**src/core/vdo_pkg.sv**
```systemverilog
package vdo_pkg;

  // Word timing of the embedded-sync stream
  localparam int unsigned WORD_PERIOD_NS = 37;
  localparam int unsigned WORD_RATE_MHZ  = 27;
  localparam int unsigned SYS_CLK_MHZ    = 125;

  // Register offsets
  localparam logic [3:0] ADDR_CTRL   = 4'h0;
  localparam logic [3:0] ADDR_CLAMP  = 4'h4;
  localparam logic [3:0] ADDR_STATUS = 4'h8;
  localparam logic [3:0] ADDR_HCOUNT = 4'hC;

  // Control register fields
  localparam int unsigned CTRL_FMT_LSB  = 0;
  localparam int unsigned CTRL_SMP_LSB  = 2;
  localparam int unsigned CTRL_VOVR_BIT = 5;
  localparam int unsigned CTRL_CLMP_BIT = 6;
  localparam int unsigned CTRL_FM2_BIT  = 7;
  localparam int unsigned CTRL_SR_BIT   = 8;
  localparam logic [15:0] CTRL_RESET    = 16'h0001;
  localparam logic [15:0] CLAMP_RESET   = 16'h1000;

  typedef enum logic [1:0] {
    FMT_EMBED = 2'h0,
    FMT_MUX8  = 2'h1,
    FMT_YC16  = 2'h2,
    FMT_RGB24 = 2'h3
  } out_fmt_t;

  // Sampling modes
  localparam logic [2:0] SMP_525_601  = 3'h0;
  localparam logic [2:0] SMP_525_SQ   = 3'h1;
  localparam logic [2:0] SMP_525_4FSC = 3'h2;
  localparam logic [2:0] SMP_625_601  = 3'h4;
  localparam logic [2:0] SMP_625_SQ   = 3'h5;

  // Pixels per line: total, active, front porch
  localparam logic [10:0] TOT_525_601  = 11'd858;
  localparam logic [10:0] ACT_525_601  = 11'd720;
  localparam logic [10:0] FP_525_601   = 11'd16;
  localparam logic [10:0] TOT_525_SQ   = 11'd780;
  localparam logic [10:0] ACT_525_SQ   = 11'd640;
  localparam logic [10:0] FP_525_SQ    = 11'd28;
  localparam logic [10:0] TOT_525_4FSC = 11'd910;
  localparam logic [10:0] ACT_525_4FSC = 11'd768;
  localparam logic [10:0] FP_525_4FSC  = 11'd8;
  localparam logic [10:0] TOT_625_601  = 11'd864;
  localparam logic [10:0] ACT_625_601  = 11'd720;
  localparam logic [10:0] FP_625_601   = 11'd12;
  localparam logic [10:0] TOT_625_SQ   = 11'd944;
  localparam logic [10:0] ACT_625_SQ   = 11'd768;
  localparam logic [10:0] FP_625_SQ    = 11'd34;

  // Timing reference words and blanking levels
  localparam logic [10:0] TRS_LEN   = 11'd4;
  localparam logic [7:0]  TRS_ONES  = 8'hFF;
  localparam logic [7:0]  TRS_ZERO  = 8'h00;
  localparam logic [7:0]  BLANK_Y   = 8'h10;
  localparam logic [7:0]  BLANK_C   = 8'h80;
  localparam logic [23:0] BLANK_RGB = 24'h10_1010;

endpackage : vdo_pkg

```
**src/core/sync2.sv**
```systemverilog
`timescale 1ns/100ps
`default_nettype none

module sync2 #(
  parameter int unsigned W = 1
) (
  input  wire logic         sys_clk,
  input  wire logic         rst,
  input  wire logic [W-1:0] d,
  output logic      [W-1:0] q
);

  logic [W-1:0] meta_ff;

  // First stage feeds only the second stage
  always_ff @(posedge sys_clk)
  begin
    if (rst)
    begin
      meta_ff <= '0;
      q       <= '0;
    end
    else
    begin
      meta_ff <= d;
      q       <= meta_ff;
    end
  end

endmodule : sync2

`default_nettype wire

```
**src/core/video_decoder_output_timing.sv**
```systemverilog
// The implementer's own choices: the plain strobed port and the address map.
`timescale 1ns/100ps
`default_nettype none

module video_decoder_output_timing #(
  parameter int unsigned HSYNC_PIX = 64
) (
  input  wire logic                  sys_clk,
  input  wire logic                  rst,
  input  wire logic [3:0]            reg_addr,
  input  wire logic [15:0]           reg_wdata,
  input  wire logic                  reg_wr,
  input  wire logic                  reg_rd,
  output logic      [15:0]           reg_rdata,
  input  wire logic                  pix_clk_in,
  input  wire logic                  mode_pin0_in,
  input  wire logic                  line_restart,
  input  wire logic [7:0]            y_in,
  input  wire logic [7:0]            cb_in,
  input  wire logic [7:0]            cr_in,
  input  wire logic [23:0]           rgb_in,
  input  wire logic                  field_in,
  input  wire logic                  vblank_in,
  input  wire logic                  vsync_in,
  input  wire logic                  vertical_valid,
  input  wire logic [3:0]            vbi_flags_in,
  output logic      [23:0]           video_out,
  output logic                       hsync_n,
  output logic                       vsync_n,
  output logic                       double_rate_clock_out,
  output logic                       clamp_timing_pulse,
  output logic                       vbi_detect_pin,
  output logic                       fm_write_pointer_reset,
  output logic                       fm_read_pointer_reset,
  output logic                       fm_write_enable,
  output logic                       fm_read_strobe,
  output logic                       fm_ctrl_oe,
  output vdo_pkg::out_fmt_t          output_format_select
);

  import vdo_pkg::*;

  typedef struct packed {
    out_fmt_t    fmt;
    logic [2:0]  smp;
    logic        vovr;
    logic        clamp_en;
    logic        fm2;
    logic        single_rate;
    logic [7:0]  clamp_start;
    logic [7:0]  clamp_end;
    logic [10:0] hcnt;
    logic        pclk_prev;
    logic        div;
    logic [7:0]  cr_hold;
    logic [15:0] rdata;
    logic [23:0] video;
    logic        hsync_n;
    logic        vsync_n;
    logic        clk_out;
    logic        clamp_pulse;
    logic        vbi_pin;
    logic [3:0]  fm_ctrl;
    logic        fm_oe;
    logic        vval_prev;
    logic        vs_prev;
  } state_t;

  localparam state_t RESET_STATE = '{
    fmt:         out_fmt_t'(CTRL_RESET[CTRL_FMT_LSB +: 2]),
    smp:         CTRL_RESET[CTRL_SMP_LSB +: 3],
    vovr:        CTRL_RESET[CTRL_VOVR_BIT],
    clamp_en:    CTRL_RESET[CTRL_CLMP_BIT],
    fm2:         CTRL_RESET[CTRL_FM2_BIT],
    single_rate: CTRL_RESET[CTRL_SR_BIT],
    clamp_start: CLAMP_RESET[7:0],
    clamp_end:   CLAMP_RESET[15:8],
    hsync_n:     1'b1,
    vsync_n:     1'b1,
    default:     '0
  };

  state_t      s_ff;
  state_t      nxt_s;
  logic [1:0]  pin_q;

  sync2 #(
    .W (2)
  ) u_pin_sync (
    .sys_clk (sys_clk),
    .rst     (rst),
    .d       ({mode_pin0_in, pix_clk_in}),
    .q       (pin_q)
  );

  function automatic logic [7:0] status_word(input logic f, input logic v, input logic h);
    // Protection bits as parity of flag pairs, last bit parity of all three flags
    status_word = {1'b1, f, v, h, v ^ h, f ^ h, f ^ v, f ^ v ^ h};
  endfunction : status_word

  always_comb
  begin
    logic [10:0] tot;
    logic [10:0] act;
    logic [10:0] fp;
    logic [10:0] blank_u;
    logic [10:0] len_u;
    logic [10:0] pix;
    logic        wide;
    logic        tick;
    logic        step;
    logic        in_act;
    logic        vflag;
    logic        pic;
    logic [7:0]  word8;
    logic [7:0]  blank8;
    logic [1:0]  trs_idx;
    logic        trs_h;
    logic        in_trs;
    tot     = TOT_525_601;
    act     = ACT_525_601;
    fp      = FP_525_601;
    blank_u = '0;
    len_u   = '0;
    pix     = '0;
    wide    = 1'b0;
    tick    = 1'b0;
    step    = 1'b0;
    in_act  = 1'b0;
    vflag   = 1'b0;
    pic     = 1'b0;
    word8   = '0;
    blank8  = '0;
    trs_idx = '0;
    trs_h   = 1'b0;
    in_trs  = 1'b0;
    nxt_s   = s_ff;

    case (s_ff.smp)
      SMP_525_SQ:
      begin
        tot = TOT_525_SQ;
        act = ACT_525_SQ;
        fp  = FP_525_SQ;
      end
      SMP_525_4FSC:
      begin
        tot = TOT_525_4FSC;
        act = ACT_525_4FSC;
        fp  = FP_525_4FSC;
      end
      SMP_625_601:
      begin
        tot = TOT_625_601;
        act = ACT_625_601;
        fp  = FP_625_601;
      end
      SMP_625_SQ:
      begin
        tot = TOT_625_SQ;
        act = ACT_625_SQ;
        fp  = FP_625_SQ;
      end
      default:
      begin
        tot = TOT_525_601;
        act = ACT_525_601;
        fp  = FP_525_601;
      end
    endcase

    // Wide formats count pixels, 8-bit formats count words
    wide    = s_ff.fmt[1];
    blank_u = wide ? 11'(tot - act) : 11'((tot - act) << 1);
    len_u   = wide ? tot : 11'(tot << 1);
    pix     = wide ? s_ff.hcnt : 11'(s_ff.hcnt >> 1);

    // Each rising edge of the sampled word clock is one word slot
    tick            = pin_q[0] & ~s_ff.pclk_prev;
    nxt_s.pclk_prev = pin_q[0];
    if (tick && wide && !s_ff.single_rate)
    begin
      nxt_s.div = ~s_ff.div;
    end
    step = tick & (~wide | s_ff.single_rate | s_ff.div);

    // Output clock follows the word rate of the chosen format
    if (wide && !s_ff.single_rate)
    begin
      nxt_s.clk_out = s_ff.div;
    end
    else
    begin
      nxt_s.clk_out = pin_q[0];
    end

    in_act  = s_ff.hcnt >= blank_u;
    vflag   = vblank_in & ~(s_ff.vovr & (|vbi_flags_in));
    pic     = in_act & ~vblank_in;
    blank8  = s_ff.hcnt[0] ? BLANK_Y : BLANK_C;
    in_trs  = 1'b0;
    trs_h   = 1'b0;
    trs_idx = s_ff.hcnt[1:0];
    if (s_ff.hcnt < TRS_LEN)
    begin
      in_trs = 1'b1;
      trs_h  = 1'b1;
    end
    else if (s_ff.hcnt >= 11'(blank_u - TRS_LEN) && !in_act)
    begin
      in_trs = 1'b1;
    end

    // Active multiplexed words; blanking length keeps phase 0 on Cb
    case (s_ff.hcnt[1:0])
      2'd0:    word8 = cb_in;
      2'd2:    word8 = s_ff.cr_hold;
      default: word8 = y_in;
    endcase

    if (step)
    begin
      if (s_ff.hcnt[1:0] == 2'd0)
      begin
        nxt_s.cr_hold = cr_in;
      end
      if (s_ff.hcnt >= 11'(len_u - 11'd1))
      begin
        nxt_s.hcnt = '0;
      end
      else
      begin
        nxt_s.hcnt = 11'(s_ff.hcnt + 11'd1);
      end

      case (s_ff.fmt)
        FMT_EMBED:
        begin
          if (in_trs)
          begin
            case (trs_idx)
              2'd0:    nxt_s.video = {16'h0000, TRS_ONES};
              2'd3:    nxt_s.video = {16'h0000, status_word(field_in, vflag, trs_h)};
              default: nxt_s.video = {16'h0000, TRS_ZERO};
            endcase
          end
          else
          begin
            nxt_s.video = {16'h0000, pic ? word8 : blank8};
          end
        end
        FMT_MUX8:
        begin
          nxt_s.video = {16'h0000, pic ? word8 : blank8};
        end
        FMT_YC16:
        begin
          if (pic)
          begin
            nxt_s.video = {8'h00, pix[0] ? cr_in : cb_in, y_in};
          end
          else
          begin
            nxt_s.video = {8'h00, BLANK_C, BLANK_Y};
          end
        end
        default:
        begin
          nxt_s.video = pic ? rgb_in : BLANK_RGB;
        end
      endcase

      nxt_s.hsync_n = ~(pix >= fp && pix < 11'(fp + 11'(HSYNC_PIX)));
      // Clamp edges are offsets from the start of sync toward the pedestal
      nxt_s.clamp_pulse = s_ff.clamp_en &&
                          pix >= 11'(fp + 11'(s_ff.clamp_start)) &&
                          pix <  11'(fp + 11'(s_ff.clamp_end));
      nxt_s.fm_ctrl[2] = in_act & vertical_valid & ~vblank_in;
      nxt_s.fm_ctrl[3] = in_act & vertical_valid;
    end

    // Restart from the decoder's line reference; length is not held exactly
    if (line_restart)
    begin
      nxt_s.hcnt = '0;
    end

    nxt_s.vsync_n   = ~vsync_in;
    nxt_s.vbi_pin   = |vbi_flags_in;
    nxt_s.vs_prev   = vsync_in;
    nxt_s.vval_prev = vertical_valid;
    // Pointer resets are one-cycle pulses at field and valid-region starts
    nxt_s.fm_ctrl[0] = vsync_in & ~s_ff.vs_prev;
    nxt_s.fm_ctrl[1] = vertical_valid & ~s_ff.vval_prev;
    // Pins are only driven when the board strap confirms memory mode
    nxt_s.fm_oe = s_ff.fm2 & pin_q[1];

    nxt_s.rdata = 16'h0000;
    if (reg_wr)
    begin
      if (reg_addr == ADDR_CTRL)
      begin
        nxt_s.fmt         = out_fmt_t'(reg_wdata[CTRL_FMT_LSB +: 2]);
        nxt_s.smp         = reg_wdata[CTRL_SMP_LSB +: 3];
        nxt_s.vovr        = reg_wdata[CTRL_VOVR_BIT];
        nxt_s.clamp_en    = reg_wdata[CTRL_CLMP_BIT];
        nxt_s.fm2         = reg_wdata[CTRL_FM2_BIT];
        nxt_s.single_rate = reg_wdata[CTRL_SR_BIT];
      end
      else if (reg_addr == ADDR_CLAMP)
      begin
        nxt_s.clamp_start = reg_wdata[7:0];
        nxt_s.clamp_end   = reg_wdata[15:8];
      end
    end
    if (reg_rd)
    begin
      if (reg_addr == ADDR_CTRL)
      begin
        nxt_s.rdata = {7'h00, s_ff.single_rate, s_ff.fm2, s_ff.clamp_en,
                       s_ff.vovr, s_ff.smp, s_ff.fmt};
      end
      else if (reg_addr == ADDR_CLAMP)
      begin
        nxt_s.rdata = {s_ff.clamp_end, s_ff.clamp_start};
      end
      else if (reg_addr == ADDR_STATUS)
      begin
        nxt_s.rdata = {8'h00, s_ff.fm_oe, vertical_valid, vblank_in, field_in,
                       vbi_flags_in};
      end
      else if (reg_addr == ADDR_HCOUNT)
      begin
        nxt_s.rdata = {5'h00, s_ff.hcnt};
      end
    end
  end

  always_ff @(posedge sys_clk)
  begin
    if (rst)
    begin
      s_ff <= RESET_STATE;
    end
    else
    begin
      s_ff <= nxt_s;
    end
  end

  assign reg_rdata              = s_ff.rdata;
  assign video_out              = s_ff.video;
  assign hsync_n                = s_ff.hsync_n;
  assign vsync_n                = s_ff.vsync_n;
  assign double_rate_clock_out  = s_ff.clk_out;
  assign clamp_timing_pulse     = s_ff.clamp_pulse;
  assign vbi_detect_pin         = s_ff.vbi_pin;
  assign fm_write_pointer_reset = s_ff.fm_ctrl[0] & s_ff.fm_oe;
  assign fm_read_pointer_reset  = s_ff.fm_ctrl[1] & s_ff.fm_oe;
  assign fm_write_enable        = s_ff.fm_ctrl[2] & s_ff.fm_oe;
  assign fm_read_strobe         = s_ff.fm_ctrl[3] & s_ff.fm_oe;
  assign fm_ctrl_oe             = s_ff.fm_oe;
  assign output_format_select   = s_ff.fmt;

endmodule : video_decoder_output_timing

`default_nettype wire

```
**config.mk**
```make
export PLATFORM = sky130hd
export DESIGN_NAME = video_decoder_output_timing
export DESIGN_NICKNAME = d
export VERILOG_FILES = /design/src/core/vdo_pkg.sv /design/src/core/sync2.sv /design/src/core/video_decoder_output_timing.sv
export SDC_FILE = /design/constraint.sdc
export NUM_CORES = 1
export LEC_CHECK = 0
export ABC_AREA = 0
export BUFFER_PORTS_ARGS = -buffer_cell sky130_fd_sc_hd__buf_4
export CORE_MARGIN = 5
export CORE_UTILIZATION = 45
export CTS_BUF_LIST = sky130_fd_sc_hd__clkbuf_4 sky130_fd_sc_hd__clkbuf_8
export DETAILED_ROUTE_END_ITERATION = 8
export GPL_ROUTABILITY_DRIVEN = 0
export PLACE_DENSITY = 0.68
export SLEW_MARGIN = 10
export SYNTH_ARGS = -nofsm -noshare
export SYNTH_HDL_FRONTEND = slang
export SYNTH_SLANG_ARGS = --single-unit
```
**constraint.sdc**
```tcl
create_clock -name sys_clk -period 4.8 [get_ports sys_clk]
set_input_delay 0.96 -clock sys_clk [delete_from_list [all_inputs] [get_ports sys_clk]]
set_output_delay 0.96 -clock sys_clk [all_outputs]
set_load 0.005 [all_outputs]
```
== After elaboration in Yosys (flattened, before gate mapping) ==
Cells that the tools add are included.
Storage, ports and cells
  word-level logic and storage cells: 128
  flip-flop bits (word level): 102
  input bits: 83
  output and inout port bits: 52
Operators by class
  eq/ne operators: 11
  reductions and logical operators: 20
  multiplexer cells: 24
  bitwise operators: 31
  $add $sub $neg: 7
  magnitude comparators: 8
Operator list (number)
  24-bit one-hot mux with 3 select lines: 1
  11-bit two-way mux: 6
  11-bit greater-or-equal comparator: 5
  24-bit two-way mux: 2
  16-bit two-way mux: 2
  8-bit one-hot mux with 2 select lines: 2
  8-bit one-hot mux with 4 select lines: 1
  8-bit two-way mux: 3
  6-bit one-hot mux with 4 select lines: 1
  11-bit by 8-bit adder with 11-bit output: 2
  11-bit less-than comparator: 2
  9-bit one-hot mux with 2 select lines: 1
  1-bit bitwise AND: 14
  11-bit by 1-bit adder with 11-bit output (second input constant): 1
  11-bit by 7-bit adder with 11-bit output (second input constant): 1
  11-bit by 3-bit less-than comparator with 1-bit output (second input constant): 1
  1-bit NOT: 11
  11-bit by 1-bit subtractor with 11-bit output (second input constant): 1
  11-bit subtractor: 1
  11-bit by 3-bit subtractor with 11-bit output (second input constant): 1
  9-bit two-way mux: 1
  4-bit == test (second input constant): 2
  1-bit logical AND: 7
  2-bit == test (second input constant): 3
  16 further kinds: 29

== Longest topological paths before layout ==
  depth in word-level cells: 12
  mapped depth: 25
  mapped depth without buffers: 24

== Hierarchy ==
A second synthesis with hierarchy kept.
Unflattened totals
  cells, all modules: 917
  area total of the unflattened synthesis: 7303.3 um^2
Modules (own cells, without submodules)
  video_decoder_output_timing: times used 1, cells each 909, seq. area each 1961.9 um^2, area an instance 7198.2 um^2
  sync2: times used 1, cells each 8, seq. area each 80.1 um^2, area an instance 105.1 um^2

== Least setup slack after synthesis ==
Ideal clock, no wire load.
  path kind: register to register
  from: register s_ff, in the netlist output_format_select[1]
  to: register s_ff, in the netlist video_out[4]
  stages on the path, launching flop included: 21
  data arrival time: 4.063 ns
  path buffers: 5
  period minus slack after synthesis: 4.180 ns
  setup time: 0.117 ns
  data required time: 4.683 ns
  path slack: 0.620 ns
  cell sequence: dfxtp_1 clkbuf_1 buf_1 clkbuf_1 clkbuf_1 o22ai_1 inv_1 ha_1 clkbuf_1 nand3_1 xnor2_1 ha_1 nand4_1 nor2_1 o31ai_1 a32oi_1 nand2_1 o221ai_2 a31oi_1 a221o_1 a32o_1
On the way
  cells in the longest elaborated chain, start to end: 8
  elaborated cells between the ends (all ways): 21
  classes of those cells: 1 x add/sub; 2 x order compare; 2 x eq/ne; 8 x mux; 5 x bitwise; 3 x reduce/logical
Ends and longest elaborated chain
  from (decl): RTL line video_decoder_output_timing.sv:83  | state_t s_ff;
  from (signal assigned): RTL line video_decoder_output_timing.sv:347  | s_ff <= nxt_s;
  11-bit two-way mux: RTL line video_decoder_output_timing.sv:174  | blank_u = wide ? 11'(tot - act) : 11'((tot - act) << 1);
  11-bit by 3-bit subtractor with 11-bit output / 11-bit greater-or-equal comparator (equally long branches): RTL line video_decoder_output_timing.sv:209, video_decoder_output_timing.sv:197
  11-bit greater-or-equal comparator / 1-bit zero test (equally long branches): RTL line video_decoder_output_timing.sv:209  | else if (s_ff.hcnt >= 11'(blank_u - TRS_LEN) && !in_act)
  1-bit logical AND: RTL line video_decoder_output_timing.sv:209
  1-bit two-way mux: RTL line video_decoder_output_timing.sv:209
  1-bit two-way mux: RTL line video_decoder_output_timing.sv:204  | if (s_ff.hcnt < TRS_LEN)
  24-bit two-way mux: RTL line video_decoder_output_timing.sv:239  | if (in_trs)
  24-bit one-hot mux with 3 select lines: RTL line video_decoder_output_timing.sv:236  | case (s_ff.fmt)
Parallel ways exist; a longest one is shown, timed or not.
A chain may end at the register's enable or synchronous reset.

== Worst setup path after layout ==
  from: register s_ff[95] (netlist bit)
  to: register s_ff, in the netlist video_out[4]
On the way
  cells in the longest elaborated chain, start to end: 12
  elaborated cells between the ends (all ways): 22
  classes of those cells: 2 x add/sub; 2 x order compare; 4 x eq/ne; 10 x mux; 1 x bitwise; 3 x reduce/logical
Ends and longest elaborated chain
  3-bit == test / 3-bit by 2-bit == test with 1-bit output (equally long branches): RTL line video_decoder_output_timing.sv:139  | case (s_ff.smp)
  2-bit OR reduction (no line)
  9-bit one-hot mux with 2 select lines: RTL line video_decoder_output_timing.sv:139
  11-bit subtractor *: RTL line video_decoder_output_timing.sv:174
  11-bit two-way mux *: RTL line video_decoder_output_timing.sv:174
  11-bit by 3-bit subtractor with 11-bit output / 11-bit greater-or-equal comparator (equally long branches): RTL line video_decoder_output_timing.sv:209, video_decoder_output_timing.sv:197
  11-bit greater-or-equal comparator / 1-bit zero test (equally long branches): RTL line video_decoder_output_timing.sv:209
  1-bit logical AND: RTL line video_decoder_output_timing.sv:209
  1-bit two-way mux: RTL line video_decoder_output_timing.sv:209
  1-bit two-way mux: RTL line video_decoder_output_timing.sv:204
  24-bit two-way mux: RTL line video_decoder_output_timing.sv:239
  24-bit one-hot mux with 3 select lines *: RTL line video_decoder_output_timing.sv:236
Mark *: on every way between the ends. The rest lies on a longest branch, timed or not.

==> impl_metrics.sql <==
INSERT INTO impl_metrics (metric_group, metric, value, unit) VALUES
('logic_synthesis', 'ys_async_sr_fraction', '0', '%'),
('timing', 'final-hold-violation-count', '0', ''),
('critical_path', 'critical_path_class', 'reg -> reg', ''),
('placed_design', 'detailedPlacementHpwl', '15.06', 'mm'),
('power', 'power_per_cell_area', '201.6', 'mW/mm²'),
('timing', 'holdWs', '0.3877', 'ns'),
('grt', 'grt_first_pass_wirelength', '32.26', 'mm'),
('cts', 'htree_levels', '3', ''),
('placed_design', 'place_worst_setup_slack', '0.4329', 'ns'),
('route', 'first_iter_violations', '440', ''),
('route', 'dr_total_vias', '6577', ''),
('cts', 'post_cts_hold_buffer_count', '0', ''),
('timing', 'final.setup.worst_slack', '0.4690', 'ns'),
('critical_path', 'worst-path-max-fanout', '12', ''),
('cts', 'clock-root-buffer', 'clkbuf_8', ''),
('floorplan', 'floorplan.die.width', '136.0', 'µm'),
('logic_synthesis', 'ys_seq_area_share', '28.57', '%'),
('cts', 'setup_buffers_after_cts', '0', ''),
('logic_synthesis', 'synth_top_family_by_area', 'compound AO/OA/AOI/OAI gates', ''),
('logic_synthesis', 'post_synth_inst_count', '916', ''),
('grt', 'gr-usage-all-layers', '21.89', '%'),
('cts', 'tritoncts_clock_tree', 'done', ''),
('route', 'avgRoutedWirePerCell', '16.77', 'µm'),
('route', 'route.detailed.vias_per_inst', '5.485', ''),
('placed_design', 'postPlaceCellArea', '0.007990', 'mm²'),
('timing', 'max_clock_freq', '230.9', 'MHz'),
('floorplan', 'floorplan.die_area', '0.01851', 'mm²'),
('grt', 'first_global_vias', '6299', ''),
('cts', 'cts_sinks', '102', ''),
('route', 'detail-route-antenna-nets', '0', ''),
('logic_synthesis', 'synth.net_count', '1071', ''),
('cts', 'cts_buffers', '9', ''),
('logic_synthesis', 'yosysMostFrequentCell', 'nand2_1', ''),
('logic_synthesis', 'postSynthRegisterBits', '102', ''),
('timing', 'max-slew-margin-rel', '31.00', '%'),
('grt', 'globalRoute.totalOverflow', '0', ''),
('layout', 'antennaDiodeCount', '0', ''),
('critical_path', 'cp.required', '5.09', 'ns'),
('timing', 'timing.clock.skew', '0.01614', 'ns'),
('logic_synthesis', 'synth_warnings', '0', ''),
('power', 'total_power', '1.651', 'mW'),
('logic_synthesis', 'yosys_most_used_dff', 'dfxtp_1', ''),
('cts', 'clk_path_buf_depth', '2', ''),
('logic_synthesis', 'yosys.area.top_type', 'dfxtp_1', ''),
('critical_path', 'worst_ep_arrival_time', '4.62', 'ns'),
('logic_synthesis', 'synth.mux.area_fraction', '5.286', '%'),
('layout', 'syn2layout_area_growth', '14.56', '%'),
('run_status', 'outcome', 'completed', ''),
('layout', 'post-route-cell-area', '0.008189', 'mm²'),
('timing', 'timing.final.crit_share', '90.23', '%'),
('route', 'drcViolationCount', '0', ''),
('layout', 'final_core_utilization', '52.12', '%'),
('logic_synthesis', 'simple_gate_share_of_the_synthesized_area', '18.22', '%'),
('cts', 'clk_transition_reported_paths', '0.12', 'ns'),
('route', 'detail_route.first_pass.iterations', '5', ''),
('power', 'irDropWorstVdd', '161.3', 'µV'),
('timing', 'drv_slew', '0', ''),
('layout', 'final_nets', '1133', ''),
('layout', 'finished_layout_cells', '1199', ''),
('logic_synthesis', 'post_synth_fa_ha_maj_area_fraction', '12.97', '%'),
('placed_design', 'io_buffer_count', '134', ''),
('timing', 'final_count_of_negative_setup_slack_endpoints', '0', ''),
('floorplan', 'num_rows', '46', ''),
('timing', 'accumulated_negative_setup_slack', '0', 'ns'),
('timing', 'unrepaired_setup_endpoints_after_global_routing', 'no', ''),
('logic_synthesis', 'synth_enable_flop_cells', '0', ''),
('floorplan', 'fp.coreArea', '0.01571', 'mm²'),
('route', 'detail_route.wirelength', '20.11', 'mm'),
('logic_synthesis', 'synth_xor_xnor_area_share', '4.411', '%'),
('logic_synthesis', 'synthesis.area_per_instance', '7.804', 'µm²'),
('run', 'max_cap_violations', '0', '');
-- final cells by class --
cell class / instances / area [µm²]
flip-flops and latches: 102 / 2043
repair buffers: 147 / 1104
multi-input cells: 679 / 4427
clock inverters: 7 / 75.07
fillers: 1566 / 7523
clock buffers: 9 / 123.9
well taps: 216 / 270.3
inverters: 39 / 146.4
-- state kept, by name, indices dropped and copies added (netlist names) --
register	flops
clamp_timing_pulse	1
vsync_n	1
reg_rdata	16
s_ff	50
u_pin_sync.meta_ff	2
hsync_n	1
u_pin_sync.q	2
fm_ctrl_oe	1
video_out	24
output_format_select	2
double_rate_clock_out	1
vbi_detect_pin	1
-- cell usage in the layout, fill, tap and decap left out, types with 4 or more instances in the layout --
| cell type | instances |
|---|---|
| mux2i_1 | 33 |
| nand2_1 | 117 |
| nand2b_1 | 8 |
| ha_1 | 70 |
| o211a_1 | 6 |
| xor2_1 | 13 |
| a22oi_1 | 23 |
| o21a_1 | 5 |
| clkbuf_8 | 9 |
| and3_1 | 6 |
| nor3_1 | 8 |
| a31oi_1 | 13 |
| xnor2_1 | 23 |
| buf_4 | 147 |
| nor2_1 | 69 |
| nand3_1 | 32 |
| nor2b_1 | 17 |
| nor4_1 | 5 |
| inv_1 | 38 |
| o211ai_1 | 8 |
| dfxtp_1 | 101 |
| a21o_1 | 12 |
| and2_1 | 11 |
| o21ai_1 | 4 |
| o21ai_0 | 62 |
| a21oi_1 | 87 |
| nand4_1 | 5 |
-- cell families after synthesis --
family | Yosys count
AND/OR/NAND/NOR | 287
AO/OA/AOI/OAI | 245
adder cells (fa/ha/maj) | 73
buffers and inverters | 135
other | 1
XOR/XNOR | 36
multiplexers | 37
flip-flops | 102
-- where the power goes --
group | internal (mW) | switching (mW) | total, mW
Clock | 0.205 | 0.358 | 0.563
Sequential | 0.861 | 0.0104 | 0.871
Combinational | 0.104 | 0.113 | 0.217
-- routing by layer --
metal	vias up	GRT usage, %	routed length (µm)
met5	-	0	0
met3	24	6.144	1534
li1	3273	-	-
met2	214	33.93	9045
met4	0	5.431	268
met1	3066	30.12	9264
-- path summary, 6_finish.rpt --
check / startpoint / end / cells after the start / slack [ns]
hold / removal: s_ff[1]$_SDFF_PP0_ / s_ff[4]$_SDFF_PP0_ / 1 / 0.39
setup / recovery: s_ff[95]$_SDFFE_PP0P_ / video_out[4]$_SDFFE_PP0P_ / 21 / 0.47
setup reg to reg: s_ff[95]$_SDFFE_PP0P_ / video_out[4]$_SDFFE_PP0P_ / 21 / 0.47
hold reg to reg: s_ff[1]$_SDFF_PP0_ / s_ff[4]$_SDFF_PP0_ / 1 / 0.39
-- repair_timing --
action	CTS	global route
endpoints found under the hold margin	0	0
gates resized for setup	0	1
endpoints found under the setup margin	0	1
-- worst max-delay path: stages (launching register included) --
cell      delay (ns)
dfxtp_1         0.45
nor2_2          0.29
nand2_1         0.11
nand2_1         0.15
inv_1           0.06
ha_1            0.21
ha_1            0.20
nand2b_1        0.14
a21oi_1         0.20
xor2_1          0.25
o21ai_1         0.17
xnor2_1         0.18
ha_1            0.29
nand4_1         0.07
nor2_1          0.10
o31ai_1         0.07
a32oi_1         0.33
nand2_1         0.11
o221ai_2        0.21
a31oi_1         0.07
a221o_1         0.35
a32o_1          0.20
Power figures use the tool's default switching activity.
